### src/core/gbs_pkg.sv
// Package with constants and types for the GPIO bank with status indicator.
// Functional notes
// Ten two-way pads come out of reset as inputs with the weak pull-down enabled.
// An input pad is read only and a read returns the level present on the pad.
// An output pad takes writes of its level and a query returns the last level written.
// An output pad is driven push-pull, high and low alike.
// A pad in its alternate function is driven by firmware logic and ignores user reads and writes.
// The network-status indicator appears only on pad 0, and only once its alternate function is selected.
// The indicator is off when the device is off, on when not registered, and blinks one second on, two off when idle or connecting.
// In registered idle with power saving the indicator pulses once per wake-up event.
// Input levels pass a two-stage synchroniser and blink intervals are timed by a counter on the system clock.
package gbs_pkg;
  localparam int NUM_PADS = 10;
  localparam int CLK_HZ = 125000000;
  localparam int BLINK_ON_S = 1;
  localparam int BLINK_OFF_S = 2;
  localparam int BLINK_ON_CYC = BLINK_ON_S * CLK_HZ;
  localparam int BLINK_OFF_CYC = BLINK_OFF_S * CLK_HZ;
  localparam int CNT_W = 29;
  localparam logic [NUM_PADS-1:0] RST_DIR = 10'h000;
  localparam logic [NUM_PADS-1:0] RST_OUT = 10'h000;
  localparam logic [NUM_PADS-1:0] RST_PULL = 10'h3ff;

  typedef enum logic [2:0] {
    GBS_OFF,
    GBS_NOT_REG,
    GBS_REG_IDLE,
    GBS_REG_PSM,
    GBS_CONNECTING
  } gbs_net_type;

  typedef enum {
    GBS_PH_ON,
    GBS_PH_OFF
  } gbs_phase_type;

  typedef struct packed {
    logic [NUM_PADS-1:0] pad_o;
    logic [NUM_PADS-1:0] pad_oe;
    logic [NUM_PADS-1:0] pull_en;
    logic [NUM_PADS-1:0] rd_data;
    logic                rd_valid;
  } gbs_pins_type;
endpackage

### src/core/gbs_gpio_bank.sv
// GPIO bank of ten pads with a network-status indicator on pad 0.
`timescale 1ns/1ps
module gbs_gpio_bank
  import gbs_pkg::*;
#(
  parameter int ON_CYC  = BLINK_ON_CYC,
  parameter int OFF_CYC = BLINK_OFF_CYC
)
(
  // Clock, reset and enable
  input  wire logic                clk,
  input  wire logic                nrst,
  input  wire logic                clk_en,
  // Pad input levels
  input  wire logic [NUM_PADS-1:0] pad_i,
  // Configuration
  input  wire logic [NUM_PADS-1:0] cfg_dir_wr,
  input  wire logic [NUM_PADS-1:0] cfg_dir,
  input  wire logic                cfg_alt_wr,
  input  wire logic                cfg_alt,
  // User access
  input  wire logic                wr_en,
  input  wire logic [NUM_PADS-1:0] wr_mask,
  input  wire logic [NUM_PADS-1:0] wr_data,
  input  wire logic                rd_en,
  // Network state from firmware
  input  wire gbs_net_type         net_state,
  input  wire logic                wake_evt,
  // Pad outputs, read-back and alternate-function status
  output logic [NUM_PADS-1:0]      pad_o,
  output logic [NUM_PADS-1:0]      pad_oe,
  output logic [NUM_PADS-1:0]      pull_en,
  output logic [NUM_PADS-1:0]      rd_data,
  output logic                     rd_valid,
  output logic                     alt_active
);

  // All state sits in one word so that reset and clock enable treat every flop alike.
  typedef struct packed {
    logic [NUM_PADS-1:0] sync1;
    logic [NUM_PADS-1:0] sync2;
    logic [NUM_PADS-1:0] dir;
    logic [NUM_PADS-1:0] out;
    logic                alt;
    gbs_pins_type        pins;
    logic [CNT_W-1:0]    cnt;
    gbs_phase_type       phase;
    logic                led;
  } gbs_state_type;

  gbs_state_type st_ff;
  gbs_state_type nxt_st_ff;

  localparam logic [CNT_W-1:0] ON_LAST  = CNT_W'(ON_CYC - 1);
  localparam logic [CNT_W-1:0] OFF_LAST = CNT_W'(OFF_CYC - 1);

  // One step of the interval timer shared by the blink phases and the wake-up pulse.
  function automatic logic [CNT_W-1:0] timer_next(
    input logic [CNT_W-1:0] cnt
  );
    return cnt + 1'b1;
  endfunction

  // Greater-or-equal rather than equal, so a count left over from another state still ends its interval.
  function automatic logic timer_done(
    input logic [CNT_W-1:0] cnt,
    input logic [CNT_W-1:0] last
  );
    return cnt >= last;
  endfunction

  // Pads open to user reads and writes; pad 0 drops out while the indicator owns it.
  function automatic logic [NUM_PADS-1:0] user_mask(
    input logic alt
  );
    return {{(NUM_PADS-1){1'b1}}, ~alt};
  endfunction

  // Replaces the masked bits of a word and keeps the others.
  function automatic logic [NUM_PADS-1:0] merge_bits(
    input logic [NUM_PADS-1:0] old_bits,
    input logic [NUM_PADS-1:0] new_bits,
    input logic [NUM_PADS-1:0] mask
  );
    return (old_bits & ~mask) | (new_bits & mask);
  endfunction

  // Output pads read back the written level, input pads the synchronised pad level.
  function automatic logic [NUM_PADS-1:0] read_word(
    input logic [NUM_PADS-1:0] out_bits,
    input logic [NUM_PADS-1:0] sync_bits,
    input logic [NUM_PADS-1:0] dir_bits,
    input logic [NUM_PADS-1:0] mask
  );
    return ((out_bits & dir_bits) | (sync_bits & ~dir_bits)) & mask;
  endfunction

  always_comb
  begin
    logic [NUM_PADS-1:0] drv;
    logic [NUM_PADS-1:0] oe;
    logic [NUM_PADS-1:0] sel_mask;
    drv = '0;
    oe = '0;
    sel_mask = '0;
    nxt_st_ff = st_ff;
    nxt_st_ff.pins.rd_valid = 1'b0;
    // Only the second stage is read; the first may still be settling.
    nxt_st_ff.sync1 = pad_i;
    nxt_st_ff.sync2 = st_ff.sync1;
    for (int i = 0; i < NUM_PADS; i++)
    begin
      if (cfg_dir_wr[i])
      begin
        nxt_st_ff.dir[i] = cfg_dir[i];
      end
    end
    if (cfg_alt_wr)
    begin
      nxt_st_ff.alt = cfg_alt;
    end
    sel_mask = user_mask(st_ff.alt);
    if (wr_en)
    begin
      // Writes to input pads are dropped so a later direction change starts from the old level.
      nxt_st_ff.out = merge_bits(st_ff.out, wr_data, wr_mask & st_ff.dir & sel_mask);
    end
    if (rd_en)
    begin
      nxt_st_ff.pins.rd_data = read_word(st_ff.out, st_ff.sync2, st_ff.dir, sel_mask);
      nxt_st_ff.pins.rd_valid = 1'b1;
    end
    // Blink timer; it restarts in the off, not-registered and unknown states, while power saving parks it in the off phase.
    case (net_state)
      GBS_OFF:
      begin
        nxt_st_ff.led = 1'b0;
        nxt_st_ff.cnt = '0;
        nxt_st_ff.phase = GBS_PH_ON;
      end
      GBS_NOT_REG:
      begin
        nxt_st_ff.led = 1'b1;
        nxt_st_ff.cnt = '0;
        nxt_st_ff.phase = GBS_PH_ON;
      end
      GBS_REG_IDLE, GBS_CONNECTING:
      begin
        nxt_st_ff.led = (st_ff.phase == GBS_PH_ON);
        nxt_st_ff.cnt = timer_next(st_ff.cnt);
        if (st_ff.phase == GBS_PH_ON && timer_done(st_ff.cnt, ON_LAST))
        begin
          nxt_st_ff.cnt = '0;
          nxt_st_ff.phase = GBS_PH_OFF;
        end
        else if (st_ff.phase == GBS_PH_OFF && timer_done(st_ff.cnt, OFF_LAST))
        begin
          nxt_st_ff.cnt = '0;
          nxt_st_ff.phase = GBS_PH_ON;
        end
      end
      GBS_REG_PSM:
      begin
        // One pulse of the on time per wake-up; a new wake restarts it.
        nxt_st_ff.phase = GBS_PH_OFF;
        if (wake_evt)
        begin
          nxt_st_ff.led = 1'b1;
          nxt_st_ff.cnt = '0;
        end
        else if (st_ff.led)
        begin
          nxt_st_ff.cnt = timer_next(st_ff.cnt);
          if (timer_done(st_ff.cnt, ON_LAST))
          begin
            nxt_st_ff.led = 1'b0;
            nxt_st_ff.cnt = '0;
          end
        end
      end
      default:
      begin
        nxt_st_ff.led = 1'b0;
        nxt_st_ff.cnt = '0;
        nxt_st_ff.phase = GBS_PH_ON;
      end
    endcase
    // Pins follow the next state, so every output is a plain flop with no logic behind it.
    drv = nxt_st_ff.out;
    oe = nxt_st_ff.dir;
    if (nxt_st_ff.alt)
    begin
      drv[0] = nxt_st_ff.led;
      oe[0] = 1'b1;
    end
    nxt_st_ff.pins.pad_o = drv;
    nxt_st_ff.pins.pad_oe = oe;
    nxt_st_ff.pins.pull_en = ~oe;
  end

  always_ff @(posedge clk or negedge nrst)
  begin
    if (!nrst)
    begin
      st_ff <= '{sync1: '0, sync2: '0, dir: RST_DIR, out: RST_OUT, alt: 1'b0,
                 pins: '{pad_o: RST_OUT, pad_oe: RST_DIR, pull_en: RST_PULL, rd_data: '0, rd_valid: 1'b0},
                 cnt: '0, phase: GBS_PH_ON, led: 1'b0};
    end
    // A low clock enable holds every flop, the synchroniser included.
    else if (clk_en)
    begin
      st_ff <= nxt_st_ff;
    end
  end

  assign pad_o = st_ff.pins.pad_o;
  assign pad_oe = st_ff.pins.pad_oe;
  assign pull_en = st_ff.pins.pull_en;
  assign rd_data = st_ff.pins.rd_data;
  assign rd_valid = st_ff.pins.rd_valid;
  assign alt_active = st_ff.alt;

endmodule

### config.mk
export PLATFORM = sky130hd
export DESIGN_NAME = gbs_gpio_bank
export DESIGN_NICKNAME = d
export VERILOG_FILES = /design/src/core/gbs_pkg.sv /design/src/core/gbs_gpio_bank.sv
export SDC_FILE = /design/constraint.sdc
export NUM_CORES = 1
export LEC_CHECK = 0
export BUFFER_PORTS_ARGS = -buffer_cell sky130_fd_sc_hd__buf_2
export CAP_MARGIN = 20
export CORE_UTILIZATION = 51
export CTS_BUF_LIST = sky130_fd_sc_hd__clkbuf_4
export DETAILED_ROUTE_END_ITERATION = 6
export GPL_TIMING_DRIVEN = 1
export PLACE_DENSITY = 0.78
export SYNTH_ARGS = -nofsm -noshare
export SYNTH_HDL_FRONTEND = slang
export SYNTH_SLANG_ARGS = --single-unit
### constraint.sdc
create_clock -name clk -period 2.3 [get_ports clk]
set_input_delay 0.115 -clock clk [delete_from_list [all_inputs] [get_ports clk]]
set_output_delay 0.115 -clock clk [all_outputs]
set_load 0.01 [all_outputs]
==> results of run 1 <==
through the flow:
stage / cell area [µm²] / TNS (ps) / hold WS (ps) / power [mW]
5_1_grt: 5980 / -733 / 1.26 / 4.01
3_5_place_dp: 5410 / -7.24 / 159 / 2.87
4_1_cts: 5970 / -4.38 / 2.66 / 3.82
3_3_place_gp: 5410 / 0 / 156 / 2.83
2_1_floorplan: 4960 / -912 / -181 / 2.69
6_report: 5980 / -49.7 / 26.2 / 3.81
registers in the layout, summed over array words and instances, names as in the netlist:
signal / count
rd_valid: 1
pad_o: 1
rd_data: 10
alt_active: 1
st_ff: 61
pull_en: 10
nxt_st_ff: 10
pad_oe: 1
cell type report:
type                            instances  area [µm²]
Fill cell                             704        3350
Sequential cell                        95        2390
Multi-Input combinational cell        307        2150
Timing Repair Buffer                  164        1110
Tap cell                              129         161
Clock buffer                           10        75.1
Clock inverter                          6        51.3
Inverter                                8        30.0
Antenna cell                            1        2.50
repair_timing:
item                                    in CTS  in global routing
resized for setup                            0                  2
setup buffers                                0                  0
endpoints found under the setup margin       1                 26
endpoints found under the hold margin       72                  0
hold buffers                                43                  0
synthesized netlist by cell type (all sizes together) (10+ instances only):
cell     n
o21ai   24
nand3   27
dfstp   10
mux2i   24
dfrtp   85
buf     46
mux2    48
nor3    10
nand2   46
clkbuf  14
nor2    31
xor2    10
how the worst min path moves through the flow:
stage / start / end / slack (ps)
after CTS: cfg_dir_wr[0] / st_ff[114]$_DFFE_PN0P_ / 3
after global routing: cfg_dir_wr[0] / st_ff[114]$_DFFE_PN0P_ / 1
after floorplan: nrst / alt_active$_DFFE_PN0P_ / -180
final: wr_data[0] / st_ff[104]$_DFFE_PN0P_ / 30
after global placement: nrst / st_ff[37]$_DFFE_PN0P_ / 160
after detailed placement: nrst / st_ff[36]$_DFFE_PN0P_ / 160
critical path, cell delays in order (launching register included):
cell and delay, ps:
sky130_fd_sc_hd__dfrtp_1 410, sky130_fd_sc_hd__or4_4 540, sky130_fd_sc_hd__or4_4 520, sky130_fd_sc_hd__o2111ai_2 140, sky130_fd_sc_hd__a21oi_4 130, sky130_fd_sc_hd__buf_4 170, sky130_fd_sc_hd__o211ai_1 190, sky130_fd_sc_hd__o211ai_1 130
report_power, final:
group / internal (mW) / total, mW / leakage (nW) / switching (mW)
Sequential: 1.90 / 2.07 / 1.18 / 0.164
Combinational: 0.483 / 0.897 / 1.49 / 0.414
Clock: 0.250 / 0.845 / 0.0616 / 0.594
routing by layer:
metal,vias to the layer above,track usage (%)
li1,1860,-
met1,1873,28.4
met2,126,39.7
met3,21,4.65
met4,0,10.0
met5,-,0
placed cells by master, fill, tap and decap left out, types with 5 or more instances in the layout:
cell	n
sky130_fd_sc_hd__buf_2	101
sky130_fd_sc_hd__dfrtp_1	85
sky130_fd_sc_hd__mux2_2	48
sky130_fd_sc_hd__nand2_1	46
sky130_fd_sc_hd__dlygate4sd3_1	43
sky130_fd_sc_hd__nand3_1	27
sky130_fd_sc_hd__mux2i_1	24
sky130_fd_sc_hd__o21ai_0	22
sky130_fd_sc_hd__nor2_1	21
sky130_fd_sc_hd__buf_4	18
sky130_fd_sc_hd__nor2_2	10
sky130_fd_sc_hd__xor2_1	10
sky130_fd_sc_hd__clkbuf_4	10
sky130_fd_sc_hd__dfstp_2	10
sky130_fd_sc_hd__nor3_1	9
sky130_fd_sc_hd__nand4_1	8
sky130_fd_sc_hd__inv_1	8
sky130_fd_sc_hd__a21oi_1	7
sky130_fd_sc_hd__xnor2_1	6
sky130_fd_sc_hd__nor4_1	6
sky130_fd_sc_hd__o211ai_1	5
sky130_fd_sc_hd__o22ai_1	5
logic make-up after synthesis:
kind of cell	Yosys count	share of synthesized area, %
and+or+nand+nor	155	16.0
DFF	95	48.2
muxes	72	15.7
buffers and inverters	68	8.50
AOI/OAI and AO/OA	63	8.55
xor gates and xnor gates	16	2.82
adders and majority gates	1	0.252
==> flow_summary.html, run 1 <==
<table>
<tr><th>Metric</th><th>Value</th></tr>
<tr><th colspan="2">Worst setup path</th></tr>
<tr><td>End point of the critical path</td><td>st_ff[46]$_DFFE_PN0P_</td></tr>
<tr><td>Maximum fanout along the worst path</td><td>6</td></tr>
<tr><td>Source of the worst register-to-register timing path</td><td>st_ff[40]$_DFFE_PN0P_</td></tr>
<tr><td>Launching element type of the critical path</td><td>flip-flop</td></tr>
<tr><td>Arrival time of the worst setup path</td><td>around 2600 ps</td></tr>
<tr><td>CP Capture Type</td><td>flip-flop</td></tr>
<tr><td>Reg-to-Reg End</td><td>st_ff[46]$_DFFE_PN0P_</td></tr>
<tr><td>R2R cell count</td><td>7</td></tr>
<tr><td>Critical Path RT</td><td>about 2600 ps</td></tr>
<tr><td>Critical path startpoint</td><td>st_ff[40]$_DFFE_PN0P_</td></tr>
<tr><td>Worst reg-to-reg setup slack</td><td>-40 ps</td></tr>
<tr><td>Classification of the worst setup path</td><td>flip-flop to flip-flop</td></tr>
<tr><th colspan="2">Run status</th></tr>
<tr><td>Outcome</td><td>complete, but fails checks</td></tr>
<tr><td>Violations in the final reports</td><td>setup timing</td></tr>
<tr><th colspan="2">Finish</th></tr>
<tr><td>Finished Core Util</td><td>64.1%</td></tr>
<tr><td>Final non-filler cell total</td><td>720</td></tr>
<tr><td>Layout-stage area growth over the synthesis result</td><td>20.4%</td></tr>
<tr><td>Final-stage net count</td><td>647</td></tr>
<tr><td>Fraction of layout instances using a drive strength above 1</td><td>a little over a third</td></tr>
<tr><th colspan="2">Placement</th></tr>
<tr><td>HPWL after detailed placement</td><td>approximately 7400 µm</td></tr>
<tr><td>Routability cong.</td><td>~0.88</td></tr>
<tr><td>Number of instances in the placed design</td><td>660</td></tr>
<tr><td>Number of port buffers</td><td>between 100 and 150</td></tr>
<tr><td>Post-placement setup slack</td><td>-7.24 ps</td></tr>
<tr><th colspan="2">Yosys</th></tr>
<tr><td>Distinct cell type count of the synthesized netlist</td><td>56</td></tr>
<tr><td>Syn avg cell area</td><td>around 11 µm²</td></tr>
<tr><td>Net Count, Synth</td><td>532</td></tr>
<tr><td>Fraction of the yosys area taken by sequential cells</td><td>between 40% and 50%</td></tr>
<tr><td>Number of flops mapped to enable cells by yosys</td><td>0</td></tr>
<tr><td>Mapped Cells</td><td>470</td></tr>
<tr><td>Synth async-reset ratio</td><td>100%</td></tr>
<tr><td>Top-area cell type share of the netlist area</td><td>42.9%</td></tr>
<tr><td>Post-synthesis cell type with the largest combined area</td><td>sky130_fd_sc_hd__dfrtp_1</td></tr>
<tr><td>Main area contributors after synthesis</td><td>sky130_fd_sc_hd__dfrtp_1 43%, sky130_fd_sc_hd__mux2_2 11%, sky130_fd_sc_hd__buf_4 6.1%</td></tr>
<tr><td>Synthesized flop and latch total</td><td>95</td></tr>
<tr><td>Mapped Area</td><td>a little under 5000 µm²</td></tr>
<tr><td>Ys Warns</td><td>0</td></tr>
<tr><td>Most used DFF post-synth</td><td>sky130_fd_sc_hd__dfrtp_1</td></tr>
<tr><th colspan="2">STA</th></tr>
<tr><td>Max Fclk</td><td>0.428 GHz</td></tr>
<tr><td>RSZ-0062 raised after global routing</td><td>true</td></tr>
<tr><td>Final clock period utilization by the worst path</td><td>102%</td></tr>
<tr><td>Final number of max-transition violations</td><td>0</td></tr>
<tr><td>Final clock skew</td><td>17.5 ps</td></tr>
<tr><td>Tightest slew margin relative to the limit</td><td>60.0%</td></tr>
<tr><td>Total setup violations reported at the end of the flow</td><td>2</td></tr>
<tr><td>Endpoints failing hold</td><td>0</td></tr>
<tr><td>Final min period</td><td>2340 ps</td></tr>
<tr><td>Worst-margin pin slew</td><td>600 ps</td></tr>
<tr><td>Least setup slack across all paths after layout</td><td>-35.7 ps</td></tr>
<tr><th colspan="2">Global route</th></tr>
<tr><td>Number of antenna violations at the first check in global routing</td><td>1</td></tr>
<tr><td>Global-route wire length before repair</td><td>18400 µm</td></tr>
<tr><td>Number of global-route vias before repair</td><td>slightly below 4k</td></tr>
<tr><td>Global-route total usage across every layer</td><td>approximately 23%</td></tr>
<tr><td>Largest net degree at the start of global routing</td><td>between 50 and 60</td></tr>
<tr><td>GRT overflow</td><td>0</td></tr>
<tr><th colspan="2">Power and ir drop</th></tr>
<tr><td>Power density over the cells</td><td>~640 nW/µm²</td></tr>
<tr><td>Standby leakage power</td><td>2.72 nW</td></tr>
<tr><td>Peak VDD IR</td><td>0.471 mV</td></tr>
<tr><th colspan="2">Route</th></tr>
<tr><td>Total DRC errors in the routed layout</td><td>0</td></tr>
<tr><td>Routed length on met2</td><td>around 5600 µm</td></tr>
<tr><td>Via-to-Cell Ratio</td><td>5.39</td></tr>
<tr><td>Total routed wire length on the met1 layer</td><td>about 4800 µm</td></tr>
<tr><td>Routed vias</td><td>3880</td></tr>
<tr><td>Detailed-route wire length per cell</td><td>15.5 µm</td></tr>
<tr><td>Antenna violation net count after detailed routing</td><td>0</td></tr>
<tr><td>Detailed Route WL</td><td>about 11000 µm</td></tr>
<tr><td>Router iterations before antenna repair</td><td>4</td></tr>
<tr><td>Topmost layer with routed signal wires</td><td>met4</td></tr>
<tr><td>Met3 wire length</td><td>around 510 µm</td></tr>
<tr><td>First DRT Iteration DRCs</td><td>237</td></tr>
<tr><th colspan="2">Clock tree</th></tr>
<tr><td>CTS tree</td><td>done</td></tr>
<tr><td>Clock latency reported for the late side of the worst-skew pair</td><td>430 ps</td></tr>
<tr><td>Cts bufs inserted</td><td>9</td></tr>
<tr><td>Longest Clk Path Bufs</td><td>2</td></tr>
<tr><td>Count of H-tree levels built during CTS</td><td>3</td></tr>
<tr><td>Clock slew seen by the registers of the worst setup and hold paths</td><td>approximately 150 ps</td></tr>
<tr><td>Clock root buffer master</td><td>sky130_fd_sc_hd__clkbuf_4</td></tr>
<tr><td>Sink Count</td><td>95</td></tr>
<tr><th colspan="2">Floorplan</th></tr>
<tr><td>Horizontal die dimension</td><td>101 µm</td></tr>
<tr><td>Num ports</td><td>103</td></tr>
<tr><td>Area of the core</td><td>9330 µm²</td></tr>
<tr><td>Effective utilization at floorplan</td><td>53.2%</td></tr>
<tr><td>Die boundary height</td><td>101 µm</td></tr>
<tr><td>Area of the die</td><td>slightly above 10000 µm²</td></tr>
<tr><td>Number of rows in the core area</td><td>35</td></tr>
<tr><th colspan="2">Hold path</th></tr>
<tr><td>Worst min-delay path class</td><td>input port to flip-flop</td></tr>
<tr><td>Number of cells on the worst hold path</td><td>3</td></tr>
<tr><th colspan="2">Run</th></tr>
<tr><td>Maxcap violations</td><td>0</td></tr>
</table>
No activity file was read; power rests on OpenSTA's default activity.
==> run 2, diff against run 1 <==
Settings changed: BUFFER_PORTS_ARGS -buffer_cell sky130_fd_sc_hd__buf_2 to default, CORE_UTILIZATION 51 to 60, DONT_BUFFER_PORTS from default to 1, PLACE_DENSITY 0.78 to 0.79, SETUP_SLACK_MARGIN from default to 0.1.
==> flow_summary.html, run 2 (synthesized netlist as in run 1, its figures left out) <==
<table>
<tr><th>Metric</th><th>Value</th></tr>
<tr><th colspan="2">Hold path</th></tr>
<tr><td>Worst min-delay path class</td><td>input port to flip-flop</td></tr>
<tr><th colspan="2">Run</th></tr>
<tr><td>Maxcap violations</td><td>0</td></tr>
<tr><th colspan="2">Placement</th></tr>
<tr><td>Routability cong.</td><td>0.909</td></tr>
<tr><td>HPWL after detailed placement</td><td>6820 µm</td></tr>
<tr><td>Number of port buffers</td><td>0</td></tr>
<tr><th colspan="2">Floorplan</th></tr>
<tr><td>Horizontal die dimension</td><td>92.9 µm</td></tr>
<tr><td>Die boundary height</td><td>92.9 µm</td></tr>
<tr><td>Area of the die</td><td>8640 µm²</td></tr>
<tr><td>Number of rows in the core area</td><td>32</td></tr>
<tr><td>Area of the core</td><td>7850 µm²</td></tr>
<tr><td>Effective utilization at floorplan</td><td>63.2%</td></tr>
<tr><td>Num ports</td><td>a little over 100</td></tr>
<tr><th colspan="2">STA</th></tr>
<tr><td>Final min period</td><td>2300 ps</td></tr>
<tr><td>Final clock skew</td><td>34.3 ps</td></tr>
<tr><td>Worst-margin pin slew</td><td>659 ps</td></tr>
<tr><td>Endpoints failing hold</td><td>0</td></tr>
<tr><td>Max Fclk</td><td>0.435 GHz</td></tr>
<tr><td>Tightest slew margin relative to the limit</td><td>between 50% and 60%</td></tr>
<tr><td>Final number of max-transition violations</td><td>0</td></tr>
<tr><td>Setup TNS after final layout</td><td>0 ps</td></tr>
<tr><td>RSZ-0062 raised after global routing</td><td>true</td></tr>
<tr><td>Total setup violations reported at the end of the flow</td><td>0</td></tr>
<tr><td>Final clock period utilization by the worst path</td><td>99.8%</td></tr>
<tr><th colspan="2">Global route</th></tr>
<tr><td>Number of antenna violations at the first check in global routing</td><td>1</td></tr>
<tr><td>Global routing met3 resource utilization</td><td>approximately 5.3%</td></tr>
<tr><td>Global-route total usage across every layer</td><td>28.5%</td></tr>
<tr><td>GRT overflow</td><td>0</td></tr>
<tr><td>GR Layer Usage met2</td><td>49.5%</td></tr>
<tr><td>Largest net degree at the start of global routing</td><td>96</td></tr>
<tr><td>Global-route wire length before repair</td><td>18800 µm</td></tr>
<tr><td>Number of global-route vias before repair</td><td>3775</td></tr>
<tr><td>Busiest metal layer after global routing</td><td>met2</td></tr>
<tr><td>GR met1 Demand/Resource</td><td>34.6%</td></tr>
<tr><th colspan="2">Worst setup path</th></tr>
<tr><td>Crit path top cell by count</td><td>sky130_fd_sc_hd__or4_4</td></tr>
<tr><td>Critical Path RT</td><td>2640 ps</td></tr>
<tr><td>Worst reg-to-reg setup slack</td><td>4 ps</td></tr>
<tr><td>Maximum fanout along the worst path</td><td>6</td></tr>
<tr><td>Launching element type of the critical path</td><td>flip-flop</td></tr>
<tr><td>CP Capture Type</td><td>flip-flop</td></tr>
<tr><td>Cell-by-cell trace of the critical path</td><td>or4_4 &gt; or4_4 &gt; o2111ai_4 &gt; a21oi_4 &gt; nor3_4 &gt; buf_6 &gt; buf_12 &gt; nor2_1</td></tr>
<tr><td>Delay of the slowest critical-path stage</td><td>540 ps</td></tr>
<tr><td>Max stage delay cell, worst path</td><td>sky130_fd_sc_hd__or4_4</td></tr>
<tr><td>Crit-path leading delay family</td><td>simple AND/OR/NAND/NOR gates</td></tr>
<tr><td>Worst path buffer plus inverter count</td><td>2</td></tr>
<tr><td>Classification of the worst setup path</td><td>flip-flop to flip-flop</td></tr>
<tr><td>Arrival time of the worst setup path</td><td>2640 ps</td></tr>
<tr><th colspan="2">Clock tree</th></tr>
<tr><td>Clock latency reported for the late side of the worst-skew pair</td><td>470 ps</td></tr>
<tr><td>Clock slew seen by the registers of the worst setup and hold paths</td><td>160 ps</td></tr>
<tr><td>Longest Clk Path Bufs</td><td>2</td></tr>
<tr><td>CTS tree</td><td>done</td></tr>
<tr><td>Count of H-tree levels built during CTS</td><td>3</td></tr>
<tr><td>Cts bufs inserted</td><td>9</td></tr>
<tr><td>Sink Count</td><td>95</td></tr>
<tr><td>Clock root buffer master</td><td>sky130_fd_sc_hd__clkbuf_4</td></tr>
<tr><th colspan="2">Finish</th></tr>
<tr><td>Commonest cells after routing, fill and taps aside</td><td>84 x sky130_fd_sc_hd__dfrtp_1, 67 x sky130_fd_sc_hd__dlygate4sd3_1, 48 x sky130_fd_sc_hd__mux2_2</td></tr>
<tr><td>Register containing the most flip-flops in the final layout</td><td>st_ff</td></tr>
<tr><td>Layout fillers</td><td>about 500</td></tr>
<tr><td>Flip-flop count of the largest register, all copies and words added</td><td>61</td></tr>
<tr><td>Final-stage net count</td><td>574</td></tr>
<tr><td>Fraction of layout instances using a drive strength above 1</td><td>23.0%</td></tr>
<tr><td>Footprint of the flip-flops and latches</td><td>2390 µm²</td></tr>
<tr><td>Layout-stage area growth over the synthesis result</td><td>16.8%</td></tr>
<tr><td>Area of combinational cells with multiple inputs</td><td>2180 µm²</td></tr>
<tr><td>Finished Core Util</td><td>73.8%</td></tr>
<tr><td>Most common cell after layout, fill and taps aside</td><td>sky130_fd_sc_hd__dfrtp_1</td></tr>
<tr><th colspan="2">Power and ir drop</th></tr>
<tr><td>Peak VDD IR</td><td>0.472 mV</td></tr>
<tr><td>Standby leakage power</td><td>2.47 nW</td></tr>
<tr><td>Power density over the cells</td><td>652 nW/µm²</td></tr>
<tr><td>Total Power Consumption</td><td>roughly 3.8 mW</td></tr>
<tr><th colspan="2">Route</th></tr>
<tr><td>Detailed-route wire length per cell</td><td>19.0 µm</td></tr>
<tr><td>Detailed Route WL</td><td>between 10000 and 15000 µm</td></tr>
<tr><td>Routed vias</td><td>between 3k and 4k</td></tr>
<tr><td>Antenna violation net count after detailed routing</td><td>0</td></tr>
<tr><td>Via-to-Cell Ratio</td><td>6.03</td></tr>
<tr><td>Router iterations before antenna repair</td><td>5</td></tr>
<tr><td>Total DRC errors in the routed layout</td><td>0</td></tr>
<tr><td>First DRT Iteration DRCs</td><td>245</td></tr>
<tr><th colspan="2">Run status</th></tr>
<tr><td>Outcome</td><td>complete, no violations</td></tr>
</table>
run 2: cell type report:
type / instances / share of cell area [%]
clock inverters: 7 / 1.14
flip-flops and latches: 95 / 41.3
multi-input cells: 307 / 37.6
clock buffers: 9 / 1.17
diodes: 1 / 0.0432
inverters: 8 / 0.518
repair buffers: 91 / 16.1
well taps: 102 / 2.20
run 2: worst register-to-register path: cells and delay by family (launching register included):
kind,cells,cell delay (ps)
and+or+nand+nor,4,1300
AOI/OAI and AO/OA,2,240
DFF,1,410
buffers and inverters,2,260
run 2: worst paths after layout:
kind / from / end / cells after the start
hold reg to reg: nxt_st_ff[130]$_DFFE_PN0P_ / st_ff[130]$_DFFE_PN0P_ / 1
max in group asynchronous: nrst / pull_en[8]$_DFFE_PN1P_ / 2
min in group asynchronous: nrst / st_ff[125]$_DFFE_PN0P_ / 2
hold / removal: cfg_alt_wr / pad_o[0]$_DFFE_PN0P_ / 3
setup reg to reg: st_ff[40]$_DFFE_PN0P_ / st_ff[48]$_DFFE_PN0P_ / 8
setup / recovery: st_ff[40]$_DFFE_PN0P_ / st_ff[48]$_DFFE_PN0P_ / 8
run 2: repair_timing:
item / CTS / global route
setup buffers: 3 / 3
endpoints found under the hold margin: 151 / 95
resized for setup: 4 / 10
setup endpoints to repair: 27 / 29
hold buffers: 67 / 2
pin swaps: 0 / 1
gates cloned: 1 / 0
run 2: metal layers:
metal,vias to the layer above,part of all wire [%]
li1,1708,-
met1,1857,39
met2,147,52
met3,24,5.8
met4,0,2.3
met5,-,0
run 2: power breakdown:
part / switching [mW] / internal (mW) / total (mW)
logic: 0.287 / 0.427 / 0.714
registers: 0.285 / 1.91 / 2.19
clock network: 0.628 / 0.247 / 0.875
run 2: per-stage QoR:
step | instances | cell area (µm²) | hold WS (ps) | worst slack, ps
CTS | 615 | 5710 | -695 | 11.0
detailed placement | 528 | 4830 | -178 | -26.8
global placement | 528 | 4830 | -176 | 20.4
finish | 620 | 5790 | 5.27 | 3.56
floorplan | 470 | 4960 | -181 | -91.4
global route | 620 | 5790 | 41.6 | -87.2
